==> config.mk <==
export PLATFORM = sky130hd
export DESIGN_NAME = gpic_port
export DESIGN_NICKNAME = d
export VERILOG_FILES = /design/src/design/gpic_sync.v /design/src/design/gpic_id_rom.v /design/src/design/gpic_port.v
export VERILOG_INCLUDE_DIRS = /design/src /design/src/design
export SDC_FILE = /design/constraint.sdc
export NUM_CORES = 1
export LEC_CHECK = 0
export BUFFER_PORTS_ARGS = -buffer_cell sky130_fd_sc_hd__clkbuf_2
export CORE_MARGIN = 2
export CORE_UTILIZATION = 35
export CTS_BUF_LIST = sky130_fd_sc_hd__clkbuf_8 sky130_fd_sc_hd__clkbuf_16
export DETAILED_ROUTE_END_ITERATION = 6
export GPL_TIMING_DRIVEN = 0
export PLACE_DENSITY = 0.55
export RECOVER_POWER = 25
export SLEW_MARGIN = 20
export SYNTH_ARGS = -nofsm -noshare
export SYNTH_HDL_FRONTEND = slang
export SYNTH_SLANG_ARGS = --single-unit
==> constraint.sdc <==
create_clock -name clk_sys_in -period 2.3 [get_ports clk_sys_in]
set_input_delay 0.23 -clock clk_sys_in [delete_from_list [all_inputs] [get_ports clk_sys_in]]
set_output_delay 0.23 -clock clk_sys_in [all_outputs]
set_load 0.01 [all_outputs]
==> src/design/gpic_consts.vh <==
// gpic_consts.vh: offsets, reset values and field position constants
// assumes: included by the gpio port design files, definitions only
`ifndef GPIC_CONSTS_VH
`define GPIC_CONSTS_VH

// ************************************************************
// register offsets (byte addresses)
// ************************************************************
`define GPIC_OFF_DATA      12'h000
`define GPIC_OFF_DIR       12'h400
`define GPIC_OFF_SENSE     12'h404
`define GPIC_OFF_BOTH      12'h408
`define GPIC_OFF_EVENT     12'h40c
`define GPIC_OFF_MASK      12'h410
`define GPIC_OFF_RAW       12'h414
`define GPIC_OFF_MIS       12'h418
`define GPIC_OFF_CLEAR     12'h41c
`define GPIC_OFF_ALTFN     12'h420
`define GPIC_OFF_DRV_LO    12'h500
`define GPIC_OFF_DRV_MID   12'h504
`define GPIC_OFF_DRV_HI    12'h508
`define GPIC_OFF_OPEN_DR   12'h50c
`define GPIC_OFF_PULL_UP   12'h510
`define GPIC_OFF_PULL_DN   12'h514
`define GPIC_OFF_SLEW      12'h518
`define GPIC_OFF_DIG_EN    12'h51c
`define GPIC_OFF_ID_BASE   12'hfd0

// ************************************************************
// reset values
// ************************************************************
`define GPIC_RST_ZERO      8'h00
`define GPIC_RST_DRV_LO    8'hff
`define GPIC_RST_PULL_UP   8'hff
`define GPIC_RST_DIG_EN    8'hff

// ************************************************************
// field positions
// ************************************************************
`define GPIC_DATA_MASK_LSB 2
`define GPIC_ADC_PIN       4

`endif

==> src/design/gpic_sync.v <==
// gpic_sync.v: two flip-flop synchroniser, one per pin
// assumes: single clock, asynchronous active low reset
`timescale 1ns/10ps
module gpic_sync #(
    parameter WIDTH = 8
) (
    input  wire             clk_sys_in, // system clock
    input  wire             rst_n_in,   // async reset, active low
    input  wire [WIDTH-1:0] async_in,   // raw pin levels
    output wire [WIDTH-1:0] sync_out    // synchronised levels
);
    genvar i;
    generate
        for (i = 0; i < WIDTH; i = i + 1) begin : g_bit
            reg meta_q;
            reg sync_q;
            // first stage feeds only the second stage
            always @(posedge clk_sys_in or negedge rst_n_in) begin
                if (!rst_n_in) begin
                    meta_q <= 1'b0;
                    sync_q <= 1'b0;
                end else begin
                    meta_q <= async_in[i];
                    sync_q <= meta_q;
                end
            end
            assign sync_out[i] = sync_q;
        end
    endgenerate
endmodule

==> src/design/gpic_id_rom.v <==
// gpic_id_rom.v: identification words with a registered read port
// assumes: index is the word slot above the identification base
`timescale 1ns/10ps
module gpic_id_rom #(
    parameter [7:0] ID0  = 8'h5a, // arbitrary value
    parameter [7:0] ID1  = 8'h01, // arbitrary value
    parameter [7:0] ID2  = 8'h02, // arbitrary value
    parameter [7:0] ID3  = 8'h03, // arbitrary value
    parameter [7:0] CID0 = 8'h11, // arbitrary value
    parameter [7:0] CID1 = 8'h22, // arbitrary value
    parameter [7:0] CID2 = 8'h33, // arbitrary value
    parameter [7:0] CID3 = 8'h44  // arbitrary value
) (
    input  wire       clk_sys_in, // system clock
    input  wire       rst_n_in,   // async reset, active low
    input  wire [3:0] index_in,   // word slot from 0xfd0
    output reg  [7:0] data_out    // registered word
);
    reg [7:0] word_d;

    always @* begin
        case (index_in)
            4'h4:    word_d = ID0;
            4'h5:    word_d = ID1;
            4'h6:    word_d = ID2;
            4'h7:    word_d = ID3;
            4'h8:    word_d = CID0;
            4'h9:    word_d = CID1;
            4'ha:    word_d = CID2;
            4'hb:    word_d = CID3;
            default: word_d = 8'h00;
        endcase
    end

    always @(posedge clk_sys_in or negedge rst_n_in) begin
        if (!rst_n_in) begin
            data_out <= 8'h00;
        end else begin
            data_out <= word_d;
        end
    end
endmodule

==> src/design/gpic_port.v <==
// gpic_port.v: one 8-bit general-purpose port with interrupt control
// assumes: pins synchronous-free inputs, simple strobe register port,
// read data valid the cycle after the read strobe
//
// Summary of operation
// - all pin interrupt conditions OR into one port interrupt output
// - latched edge event stays pending until software clears it
// - sense, both-edges and event bits choose the trigger per pin
// - mask bit one passes a pin to the interrupt output
// - raw status sets on the condition regardless of mask
// - masked status shows only conditions the mask lets through
// - writing one to the clear register clears that pin's event
// - reprogramming triggers while unmasked may raise spurious events
// - unmasked adc pin event also pulses the adc trigger
// - alternate-function bit hands the pin to its peripheral
// - reset leaves pins as inputs except debug pins in alt function
// - pad registers select drive, open drain, pulls, slew, input
// - read-only identification words identify the block
// - interrupt registers sit at 0x404 to 0x41c, reset zero
//
// Our own choices: the register offsets and the strobed register port.
`timescale 1ns/10ps
`include "gpic_consts.vh"
module gpic_port #(
    parameter       WIDTH      = 8,
    parameter [7:0] ALT_RESET  = 8'h00, // debug pins in alt function
    parameter       HAS_ADC    = 0      // 1 on the port with adc pin
) (
    input  wire             clk_sys_in,      // system clock
    input  wire             rst_n_in,        // async reset, active low
    input  wire [11:0]      reg_addr_in,     // byte address
    input  wire [31:0]      reg_wdata_in,    // write data
    input  wire             reg_wr_in,       // write strobe
    input  wire             reg_rd_in,       // read strobe
    output reg  [31:0]      reg_rdata_out,   // read data, next cycle
    input  wire [WIDTH-1:0] pin_in,          // pad input levels
    output wire [WIDTH-1:0] pin_out,         // pad output levels
    output wire [WIDTH-1:0] pin_oe_out,      // pad output enables
    input  wire [WIDTH-1:0] periph_out_in,   // peripheral drive level
    input  wire [WIDTH-1:0] periph_oe_in,    // peripheral drive enable
    output wire [WIDTH-1:0] periph_in_out,   // pin level to peripheral
    output wire             port_irq_out,    // port interrupt, high
    output reg              adc_trigger_out, // adc trigger pulse
    output wire [WIDTH-1:0] drive_low_out,   // 2 mA select
    output wire [WIDTH-1:0] drive_mid_out,   // 4 mA select
    output wire [WIDTH-1:0] drive_high_out,  // 8 mA select
    output wire [WIDTH-1:0] open_drain_out,  // open drain select
    output wire [WIDTH-1:0] pull_up_out,     // pull-up select
    output wire [WIDTH-1:0] pull_down_out,   // pull-down select
    output wire [WIDTH-1:0] slew_ctrl_out,   // slew control select
    output wire [WIDTH-1:0] dig_in_en_out    // digital input enable
);
    // ************************************************************
    // registers
    // ************************************************************
    reg  [WIDTH-1:0] pin_data_reg_q;
    reg  [WIDTH-1:0] direction_reg_q;
    reg  [WIDTH-1:0] int_sense_select_q;
    reg  [WIDTH-1:0] both_edges_select_q;
    reg  [WIDTH-1:0] event_polarity_select_q;
    reg  [WIDTH-1:0] int_mask_q;
    reg  [WIDTH-1:0] edge_latch_q;
    reg  [WIDTH-1:0] alt_function_select_q;
    reg  [WIDTH-1:0] drive_low_select_q;
    reg  [WIDTH-1:0] drive_mid_select_q;
    reg  [WIDTH-1:0] drive_high_select_q;
    reg  [WIDTH-1:0] open_drain_select_q;
    reg  [WIDTH-1:0] pull_up_select_q;
    reg  [WIDTH-1:0] pull_down_select_q;
    reg  [WIDTH-1:0] slew_control_select_q;
    reg  [WIDTH-1:0] digital_input_enable_q;
    reg  [WIDTH-1:0] prev_q;
    reg              id_sel_q;
    reg  [WIDTH-1:0] edge_d;
    reg  [WIDTH-1:0] raw_int_status;
    reg  [WIDTH-1:0] level_hit;
    reg  [WIDTH-1:0] rdata_d;
    reg              id_sel_d;
    wire [WIDTH-1:0] sync_pins;
    wire [WIDTH-1:0] in_gated;
    wire [WIDTH-1:0] rise;
    wire [WIDTH-1:0] fall;
    wire [WIDTH-1:0] edge_hit;
    wire [WIDTH-1:0] masked_int_status;
    wire [WIDTH-1:0] clr_bits;
    wire [WIDTH-1:0] addr_mask;
    wire [7:0]       id_word;
    wire             wr_clear;
    wire             adc_event;
    integer          k;

    // ************************************************************
    // pin input path
    // ************************************************************
    gpic_sync #(
        .WIDTH (WIDTH)
    ) u_sync (
        .clk_sys_in (clk_sys_in),
        .rst_n_in   (rst_n_in),
        .async_in   (pin_in),
        .sync_out   (sync_pins)
    );

    // inputs with the digital enable cleared read as low
    assign in_gated = sync_pins & digital_input_enable_q;

    // ************************************************************
    // mode control and pad settings
    // ************************************************************
    // alternate function hands drive to the peripheral
    assign pin_out    = (alt_function_select_q & periph_out_in) |
                        (~alt_function_select_q & pin_data_reg_q);
    // open drain only ever drives low
    assign pin_oe_out = ((alt_function_select_q & periph_oe_in) |
                        (~alt_function_select_q & direction_reg_q)) &
                        ~(open_drain_select_q & pin_out);
    assign periph_in_out  = in_gated;
    assign drive_low_out  = drive_low_select_q;
    assign drive_mid_out  = drive_mid_select_q;
    assign drive_high_out = drive_high_select_q;
    assign open_drain_out = open_drain_select_q;
    assign pull_up_out    = pull_up_select_q;
    assign pull_down_out  = pull_down_select_q;
    assign slew_ctrl_out  = slew_control_select_q;
    assign dig_in_en_out  = digital_input_enable_q;

    // ************************************************************
    // interrupt detection
    // ************************************************************
    assign rise = in_gated & ~prev_q;
    assign fall = ~in_gated & prev_q;
    assign edge_hit = (both_edges_select_q & (rise | fall)) |
                      (~both_edges_select_q & event_polarity_select_q
                       & rise) |
                      (~both_edges_select_q & ~event_polarity_select_q
                       & fall);
    assign wr_clear = reg_wr_in && (reg_addr_in == `GPIC_OFF_CLEAR);
    assign clr_bits = wr_clear ? reg_wdata_in[WIDTH-1:0]
                               : {WIDTH{1'b0}};

    always @* begin
        for (k = 0; k < WIDTH; k = k + 1) begin
            level_hit[k] = ~(in_gated[k] ^ event_polarity_select_q[k]);
            // a new edge in the clear cycle wins over the clear
            edge_d[k] = (edge_latch_q[k] & ~clr_bits[k]) |
                        (~int_sense_select_q[k] & edge_hit[k]);
            raw_int_status[k] = int_sense_select_q[k] ? level_hit[k]
                                : edge_latch_q[k];
        end
    end

    assign masked_int_status = raw_int_status & int_mask_q;
    assign port_irq_out = |masked_int_status;

    // only a fresh event on the adc pin fires the trigger, not a hold
    generate
        if (HAS_ADC != 0) begin : g_adc
            assign adc_event = int_mask_q[`GPIC_ADC_PIN] &
                (int_sense_select_q[`GPIC_ADC_PIN] ?
                 (level_hit[`GPIC_ADC_PIN] &
                  (in_gated[`GPIC_ADC_PIN] ^ prev_q[`GPIC_ADC_PIN]))
                 : edge_hit[`GPIC_ADC_PIN]);
        end else begin : g_no_adc
            assign adc_event = 1'b0;
        end
    endgenerate

    // ************************************************************
    // register writes
    // ************************************************************
    always @(posedge clk_sys_in or negedge rst_n_in) begin
        if (!rst_n_in) begin
            pin_data_reg_q          <= {WIDTH{1'b0}};
            direction_reg_q         <= {WIDTH{1'b0}};
            int_sense_select_q      <= {WIDTH{1'b0}};
            both_edges_select_q     <= {WIDTH{1'b0}};
            event_polarity_select_q <= {WIDTH{1'b0}};
            int_mask_q              <= {WIDTH{1'b0}};
            edge_latch_q            <= {WIDTH{1'b0}};
            alt_function_select_q   <= ALT_RESET;
            drive_low_select_q      <= `GPIC_RST_DRV_LO;
            drive_mid_select_q      <= `GPIC_RST_ZERO;
            drive_high_select_q     <= `GPIC_RST_ZERO;
            open_drain_select_q     <= `GPIC_RST_ZERO;
            pull_up_select_q        <= `GPIC_RST_PULL_UP;
            pull_down_select_q      <= `GPIC_RST_ZERO;
            slew_control_select_q   <= `GPIC_RST_ZERO;
            digital_input_enable_q  <= `GPIC_RST_DIG_EN;
            prev_q                  <= {WIDTH{1'b0}};
            adc_trigger_out         <= 1'b0;
        end else begin
            prev_q          <= in_gated;
            edge_latch_q    <= edge_d;
            adc_trigger_out <= adc_event;
            if (reg_wr_in && reg_addr_in[11:10] == 2'b00) begin
                // address bits pick which data bits the write touches
                pin_data_reg_q <= (pin_data_reg_q & ~addr_mask) |
                                  (reg_wdata_in[WIDTH-1:0] & addr_mask);
            end
            if (reg_wr_in) begin
                // trigger changes are not filtered; see mask advice
                case (reg_addr_in)
                    `GPIC_OFF_DIR:     direction_reg_q <=
                                        reg_wdata_in[WIDTH-1:0];
                    `GPIC_OFF_SENSE:   int_sense_select_q <=
                                        reg_wdata_in[WIDTH-1:0];
                    `GPIC_OFF_BOTH:    both_edges_select_q <=
                                        reg_wdata_in[WIDTH-1:0];
                    `GPIC_OFF_EVENT:   event_polarity_select_q <=
                                        reg_wdata_in[WIDTH-1:0];
                    `GPIC_OFF_MASK:    int_mask_q <=
                                        reg_wdata_in[WIDTH-1:0];
                    `GPIC_OFF_ALTFN:   alt_function_select_q <=
                                        reg_wdata_in[WIDTH-1:0];
                    `GPIC_OFF_DRV_LO:  drive_low_select_q <=
                                        reg_wdata_in[WIDTH-1:0];
                    `GPIC_OFF_DRV_MID: drive_mid_select_q <=
                                        reg_wdata_in[WIDTH-1:0];
                    `GPIC_OFF_DRV_HI:  drive_high_select_q <=
                                        reg_wdata_in[WIDTH-1:0];
                    `GPIC_OFF_OPEN_DR: open_drain_select_q <=
                                        reg_wdata_in[WIDTH-1:0];
                    `GPIC_OFF_PULL_UP: pull_up_select_q <=
                                        reg_wdata_in[WIDTH-1:0];
                    `GPIC_OFF_PULL_DN: pull_down_select_q <=
                                        reg_wdata_in[WIDTH-1:0];
                    `GPIC_OFF_SLEW:    slew_control_select_q <=
                                        reg_wdata_in[WIDTH-1:0];
                    `GPIC_OFF_DIG_EN:  digital_input_enable_q <=
                                        reg_wdata_in[WIDTH-1:0];
                    default: ;
                endcase
            end
        end
    end

    assign addr_mask = reg_addr_in[`GPIC_DATA_MASK_LSB +: WIDTH];

    // ************************************************************
    // register reads
    // ************************************************************
    gpic_id_rom u_id (
        .clk_sys_in (clk_sys_in),
        .rst_n_in   (rst_n_in),
        .index_in   (reg_addr_in[5:2] - 4'h4),
        .data_out   (id_word)
    );

    always @* begin
        rdata_d  = {WIDTH{1'b0}};
        id_sel_d = 1'b0;
        if (reg_addr_in[11:10] == 2'b00) begin
            // outputs read back the latch, inputs the pin
            rdata_d = ((direction_reg_q & pin_data_reg_q) |
                       (~direction_reg_q & in_gated)) & addr_mask;
        end else if (reg_addr_in >= `GPIC_OFF_ID_BASE) begin
            id_sel_d = 1'b1;
        end else begin
            case (reg_addr_in)
                `GPIC_OFF_DIR:     rdata_d = direction_reg_q;
                `GPIC_OFF_SENSE:   rdata_d = int_sense_select_q;
                `GPIC_OFF_BOTH:    rdata_d = both_edges_select_q;
                `GPIC_OFF_EVENT:   rdata_d = event_polarity_select_q;
                `GPIC_OFF_MASK:    rdata_d = int_mask_q;
                `GPIC_OFF_RAW:     rdata_d = raw_int_status;
                `GPIC_OFF_MIS:     rdata_d = masked_int_status;
                `GPIC_OFF_ALTFN:   rdata_d = alt_function_select_q;
                `GPIC_OFF_DRV_LO:  rdata_d = drive_low_select_q;
                `GPIC_OFF_DRV_MID: rdata_d = drive_mid_select_q;
                `GPIC_OFF_DRV_HI:  rdata_d = drive_high_select_q;
                `GPIC_OFF_OPEN_DR: rdata_d = open_drain_select_q;
                `GPIC_OFF_PULL_UP: rdata_d = pull_up_select_q;
                `GPIC_OFF_PULL_DN: rdata_d = pull_down_select_q;
                `GPIC_OFF_SLEW:    rdata_d = slew_control_select_q;
                `GPIC_OFF_DIG_EN:  rdata_d = digital_input_enable_q;
                default:           rdata_d = {WIDTH{1'b0}};
            endcase
        end
    end

    // read data stand only in the cycle after the strobe
    reg [WIDTH-1:0] rdata_q;
    reg             rd_q;
    always @(posedge clk_sys_in or negedge rst_n_in) begin
        if (!rst_n_in) begin
            rdata_q  <= {WIDTH{1'b0}};
            rd_q     <= 1'b0;
            id_sel_q <= 1'b0;
        end else begin
            rdata_q  <= reg_rd_in ? rdata_d : {WIDTH{1'b0}};
            rd_q     <= reg_rd_in;
            id_sel_q <= reg_rd_in & id_sel_d;
        end
    end

    always @* begin
        reg_rdata_out = 32'h0000_0000;
        if (rd_q) begin
            if (id_sel_q) begin
                reg_rdata_out[7:0] = id_word;
            end else begin
                reg_rdata_out[WIDTH-1:0] = rdata_q;
            end
        end
    end
endmodule

Word-level counts from Yosys, hierarchy flattened
Memory sizes are Yosys's and may differ from the RTL's. A register that Yosys moved wholly into a read port is not among the register bits.
Index checks and enable logic that the tools add are counted.
{ "word_totals": {"reg_bits": 170, "out_inout_bits": 122, "memories": 1, "romBits": 112, "wordCells": 185} }
{ "mem_list": {"columns": ["memory", "depth", "word_bits", "read_ports", "rd_ports_with_merged_regs", "write_ports", "line", "text"], "rows": [
  ["(no name shown)", 16, 7, 1, 1, 0, "gpic_id_rom.v:22", "case (index_in)"]
]} }
{ "classes": {"n_addsub": 1, "bitwise_logic": 92, "n_eq_ne": 17, "n_mux": 17, "reduce_logical": 19, "magnitude_cmp": 1} }
{ "ops": {"columns": ["cell", "count"], "rows": [
  ["$eq 12x11->1 const B", 17],
  ["$and 8x8->8", 20],
  ["$pmux 8 s16", 1],
  ["$not 8->8", 8],
  ["$or 8x8->8", 7],
  ["$mux 8", 6],
  ["$reduce_and 2->1", 14],
  ["$not 1->1", 24],
  ["$and 1x1->1", 17],
  ["$ge 12x12->1 const B", 1],
  ["$mux 1", 10],
  ["$or 1x1->1", 8],
  ["$reduce_or 8->1", 1],
  ["$xor 1x1->1", 8],
  ["$sub 4x3->4 const B", 1],
  ["$logic_and 1x1->1", 2],
  ["$logic_not 2->1", 1],
  ["$logic_not 1->1", 1]
]} }

Depth between registers and ports, before layout
{ "depth": {"ltp_word": 9, "depth_mapped": 9, "mapped_depth_nobuf": 7} }

Hierarchy
From an unflattened synthesis, not the netlist that was laid out.
{ "unflattened": {"hier_cells": 788, "hier_area_um2": 8998.6} }
{ "by_module_without_submodules": {"columns": ["mod", "instances", "cells_per_inst", "area_per_inst_um2"], "rows": [
  ["gpic_port", 1, 739, 8239.2],
  ["gpic_sync", 1, 24, 460.4],
  ["gpic_id_rom", 1, 25, 299.0]
]} }

Least setup slack after synthesis
No wires, ideal clock.
{ "synth_timing": {"path_kind": "register -> output", "start": "register digital_input_enable_q[2], in the netlist dig_in_en_out[2]", "end": "output port_irq_out", "path_stages_with_launch": 6, "setup_slack_ns": 0.282, "t_arrival_ns": 1.788, "path_cell_list": "dfstp_2 -> nand2_1 -> xor2_1 -> mux2_2 -> a22o_1 -> or4_1"} }
{ "synth_between": {"elab_chain_len": 6} }
{ "synth_lines": {"columns": ["item", "line", "text"], "rows": [
  ["from (decl)", "gpic_port.v:71", "reg [WIDTH-1:0] digital_input_enable_q;"],
  ["from (signal assigned)", "gpic_port.v:188", "digital_input_enable_q <= `GPIC_RST_DIG_EN;"],
  ["from (signal assigned)", "gpic_port.v:229", "`GPIC_OFF_DIG_EN: digital_input_enable_q <="],
  ["$and 8x8->8", "gpic_port.v:105", "assign in_gated = sync_pins & digital_input_enable_q;"],
  ["$xor 1x1->1", "gpic_port.v:143", "level_hit[k] = ~(in_gated[k] ^ event_polarity_select_q[k]);"],
  ["$not 1->1", "gpic_port.v:143", null],
  ["$mux 1", "gpic_port.v:147", "raw_int_status[k] = int_sense_select_q[k] ? level_hit[k]"],
  ["$and 8x8->8", "gpic_port.v:152", "assign masked_int_status = raw_int_status & int_mask_q;"],
  ["$reduce_or 8->1", "gpic_port.v:153", "assign port_irq_out = |masked_int_status;"],
  ["to (decl)", "gpic_port.v:42", "output wire port_irq_out,"]
]} }
Every way passes these cells.

Worst setup path in the final report
Same ends and word-level chain as after synthesis.

==> impl_metrics.tcl <==
set metrics [dict create \
    status "finished, violations left" \
    violations "negative setup slack" \
    stdcell_area_um2 10730 \
    multiInputGateArea_um2 4149 \
    cts_tree "yes" \
    r2r_start "int_mask_q[2]" \
    setup_ws_ps -261.9 \
    fmax_mhz 390.3 \
    crit_path_cell_trace "nand2_2 -> xor2_1 -> mux2_4 -> a22o_1 -> or4_4 -> clkbuf_2" \
    fin_crit_ps 2562 \
    worstSkewPairLatency_ps 440 \
    core_um2 24390 \
    start_kind "flop" \
    p_total_mw 6.557 \
    drtIter0Drc 491 \
    ys_ff_latch 169 \
    min_path_type "primary input to flop" \
    n_antenna_cell 0 \
    viasPerCell 5.375 \
    initial_utilization 0.3578 \
    cts_buffer_depth 2 \
    yosysWarnings 0 \
    htreeDepth 4 \
    routedWlPerCell_um 23.03 \
    finalHoldViolCount 0 \
    num_rows 57 \
    dpl_worst_slack_ps -768.6 \
    netlist_area_um2 8726 \
    synth_edf_count 0 \
    die_area_um2 26210 \
    synthArstFlopShare 1.000 \
    endpoint_kind "output port" \
    critPathLaunch "dig_in_en_out[2]" \
    rsz0062_at_grt "yes" \
    nFillCells 2390 \
    final-max-slew-violation-count 0 \
    syn_inst 747 \
    timing.slew.headroom 0.2714 \
    first_pass_iters 5 \
    cap_violations 0 \
    slowest_delay_ps 540 \
    vias 6891 \
    irDropWorstVdd_mv 0.4315 \
    finalSetupViolCount 1 \
    synthFlopType "dfrtp_1" \
    synth_top_area_frac 0.4158 \
    cts.clk_slew.worst_paths_ps 70 \
    die_x_um 161.9 \
    p_leak_nw 5.179 \
    port_buffers 143 \
    final_common_cell "dfrtp_1" \
    routed_wl_um 29530 \
    antenna_found_initial 1 \
    worst_clock_skew_ps 11.56 \
    finalCritPeriodShare 1.114 \
    worst-path-max-fanout 4 \
    nets 1042 \
    io_pins 194 \
    grt_pass1_wl_um 43990 \
    ys_types 69 \
    grtUsageTotal 0.2281 \
    grt_max_degree 79 \
    critPathKind "flop to output port" \
    power_density_nw_per_um2 611.1 \
    die_y_um 161.9 \
    clkSinkCount 169 \
    root_buffer "clkbuf_16" \
    fin_util 0.4399 \
    synth.avg_cell_area_um2 11.68 \
    slowest_stage "dfstp_2" \
    placed_cell_area_um2 10000 \
    route.detailed.drc 0 \
    hpwlAfterDp_um 20550 \
    numCtsBuffers 17 \
    synthTopCellsByArea "dfrtp_1 42%, mux2_2 18%, dfstp_2 7.2%" \
    yosysTopAreaCell "dfrtp_1" \
    grt_pass1_vias 6716 \
    regArea_um2 4259 \
    grt-ovfl-total 0 \
    worstPathArrival_ps 2330 \
    synthToLayoutAreaGrowth_pct 22.96 \
    gp_congestion 0.9014 \
    final_cell_mix "145 x dfrtp_1, 142 x clkbuf_2, 137 x mux2_2" \
    seq_area_frac_synth 0.4881 \
    worst_pin_slew_ps 1089 \
    ant_nets 0 \
    hold_start "reg_addr_in[10]" \
    drive_gt1_frac 0.4311 \
    worstPathRequired_ps 2070 \
]
[routing by layer]
layer / GRT usage / part of all wire
met2: 0.3538 / 0.46
met3: 0.05260 / 0.069
met1: 0.3172 / 0.45
met5: 0 / 0.00037
met4: 0.07281 / 0.023
[metrics by stage]
stage          setup TNS, ps  hold WS (ps)  cells
2_1_floorplan              0        -65.59    771
3_3_place_gp         -398610         332.1   1238
3_5_place_dp          -57160         114.5   1240
4_1_cts               -267.9         106.3   1281
5_1_grt                -4899         133.8   1282
6_report              -261.9         121.8   1282
[cells in the mapped netlist, types with 4 or more instances]
| library cell | count |
|---|---|
| a21o_1 | 4 |
| mux2_2 | 138 |
| ha_1 | 25 |
| a222oi_1 | 8 |
| and4_1 | 4 |
| inv_1 | 27 |
| o2bb2ai_1 | 11 |
| o31a_1 | 4 |
| nand4_1 | 9 |
| buf_2 | 12 |
| a22oi_1 | 12 |
| nand2_1 | 65 |
| a32oi_1 | 4 |
| nor2b_1 | 13 |
| dfrtp_1 | 145 |
| and2_1 | 12 |
| a22o_1 | 12 |
| and3_1 | 11 |
| dfstp_2 | 24 |
| clkbuf_1 | 21 |
| mux2i_1 | 16 |
| nand3b_1 | 4 |
| buf_4 | 25 |
| o21ai_0 | 24 |
| a31oi_1 | 10 |
| a21oi_1 | 24 |
| nor2_1 | 4 |
| nand2b_1 | 5 |
| nand3_1 | 12 |
[final timing paths]
path,to,slack (ps),cells past startpoint
max,port_irq_out,-260,6
min,id_sel_q,120,3
max reg2reg,rdata_q[2],460,5
min reg2reg,u_sync.g_bit[3].sync_q,350,0
max in group asynchronous,int_sense_select_q[6],250,3
min in group asynchronous,u_sync.g_bit[2].sync_q,520,2
[worst max-delay path, delay by kind of cell, from the launching register on]
family          cells  cell delay, ps
simple gates        2             540
compound gates      1             230
mux                 1             290
buf+inv             1             150
flops               1             540
xor+xnor            1             150
[timing repair]
item | CTS | global route
gates resized for setup | 21 | 6
setup endpoints to repair | 76 | 28
pin swaps | 5 | 0
gates cloned | 0 | 0
hold buffers | 10 | 0
hold endpoints to repair | 49 | 0
buffers inserted | 1 | 2
[kinds of logic after synthesis]
group	share of synthesized area
muxes	0.1964
adders and majority gates	0.03585
xor gates and xnor gates	0.002008
and+or+nand+nor	0.09894
other	0.0004298
AOI/OAI and AO/OA	0.1235
DFF	0.4881
buffers and inverters	0.05478
[final cells by class]
class,count,area share
Tap cell,324,0.03778
Clock buffer,19,0.04222
Multi-Input combinational cell,510,0.3867
Clock inverter,13,0.01318
Inverter,27,0.009446
Sequential cell,169,0.3970
Timing Repair Buffer,158,0.07942
Buffer,62,0.03429
[power breakdown]
part	total (mW)	switching [mW]	internal (mW)	leakage, nW
sequential	3.09	0.0480	3.04	2.17
clock	2.93	1.26	1.67	0.287
combinational	0.537	0.332	0.205	2.72
Note: power is estimated with default switching activity, not from simulation.
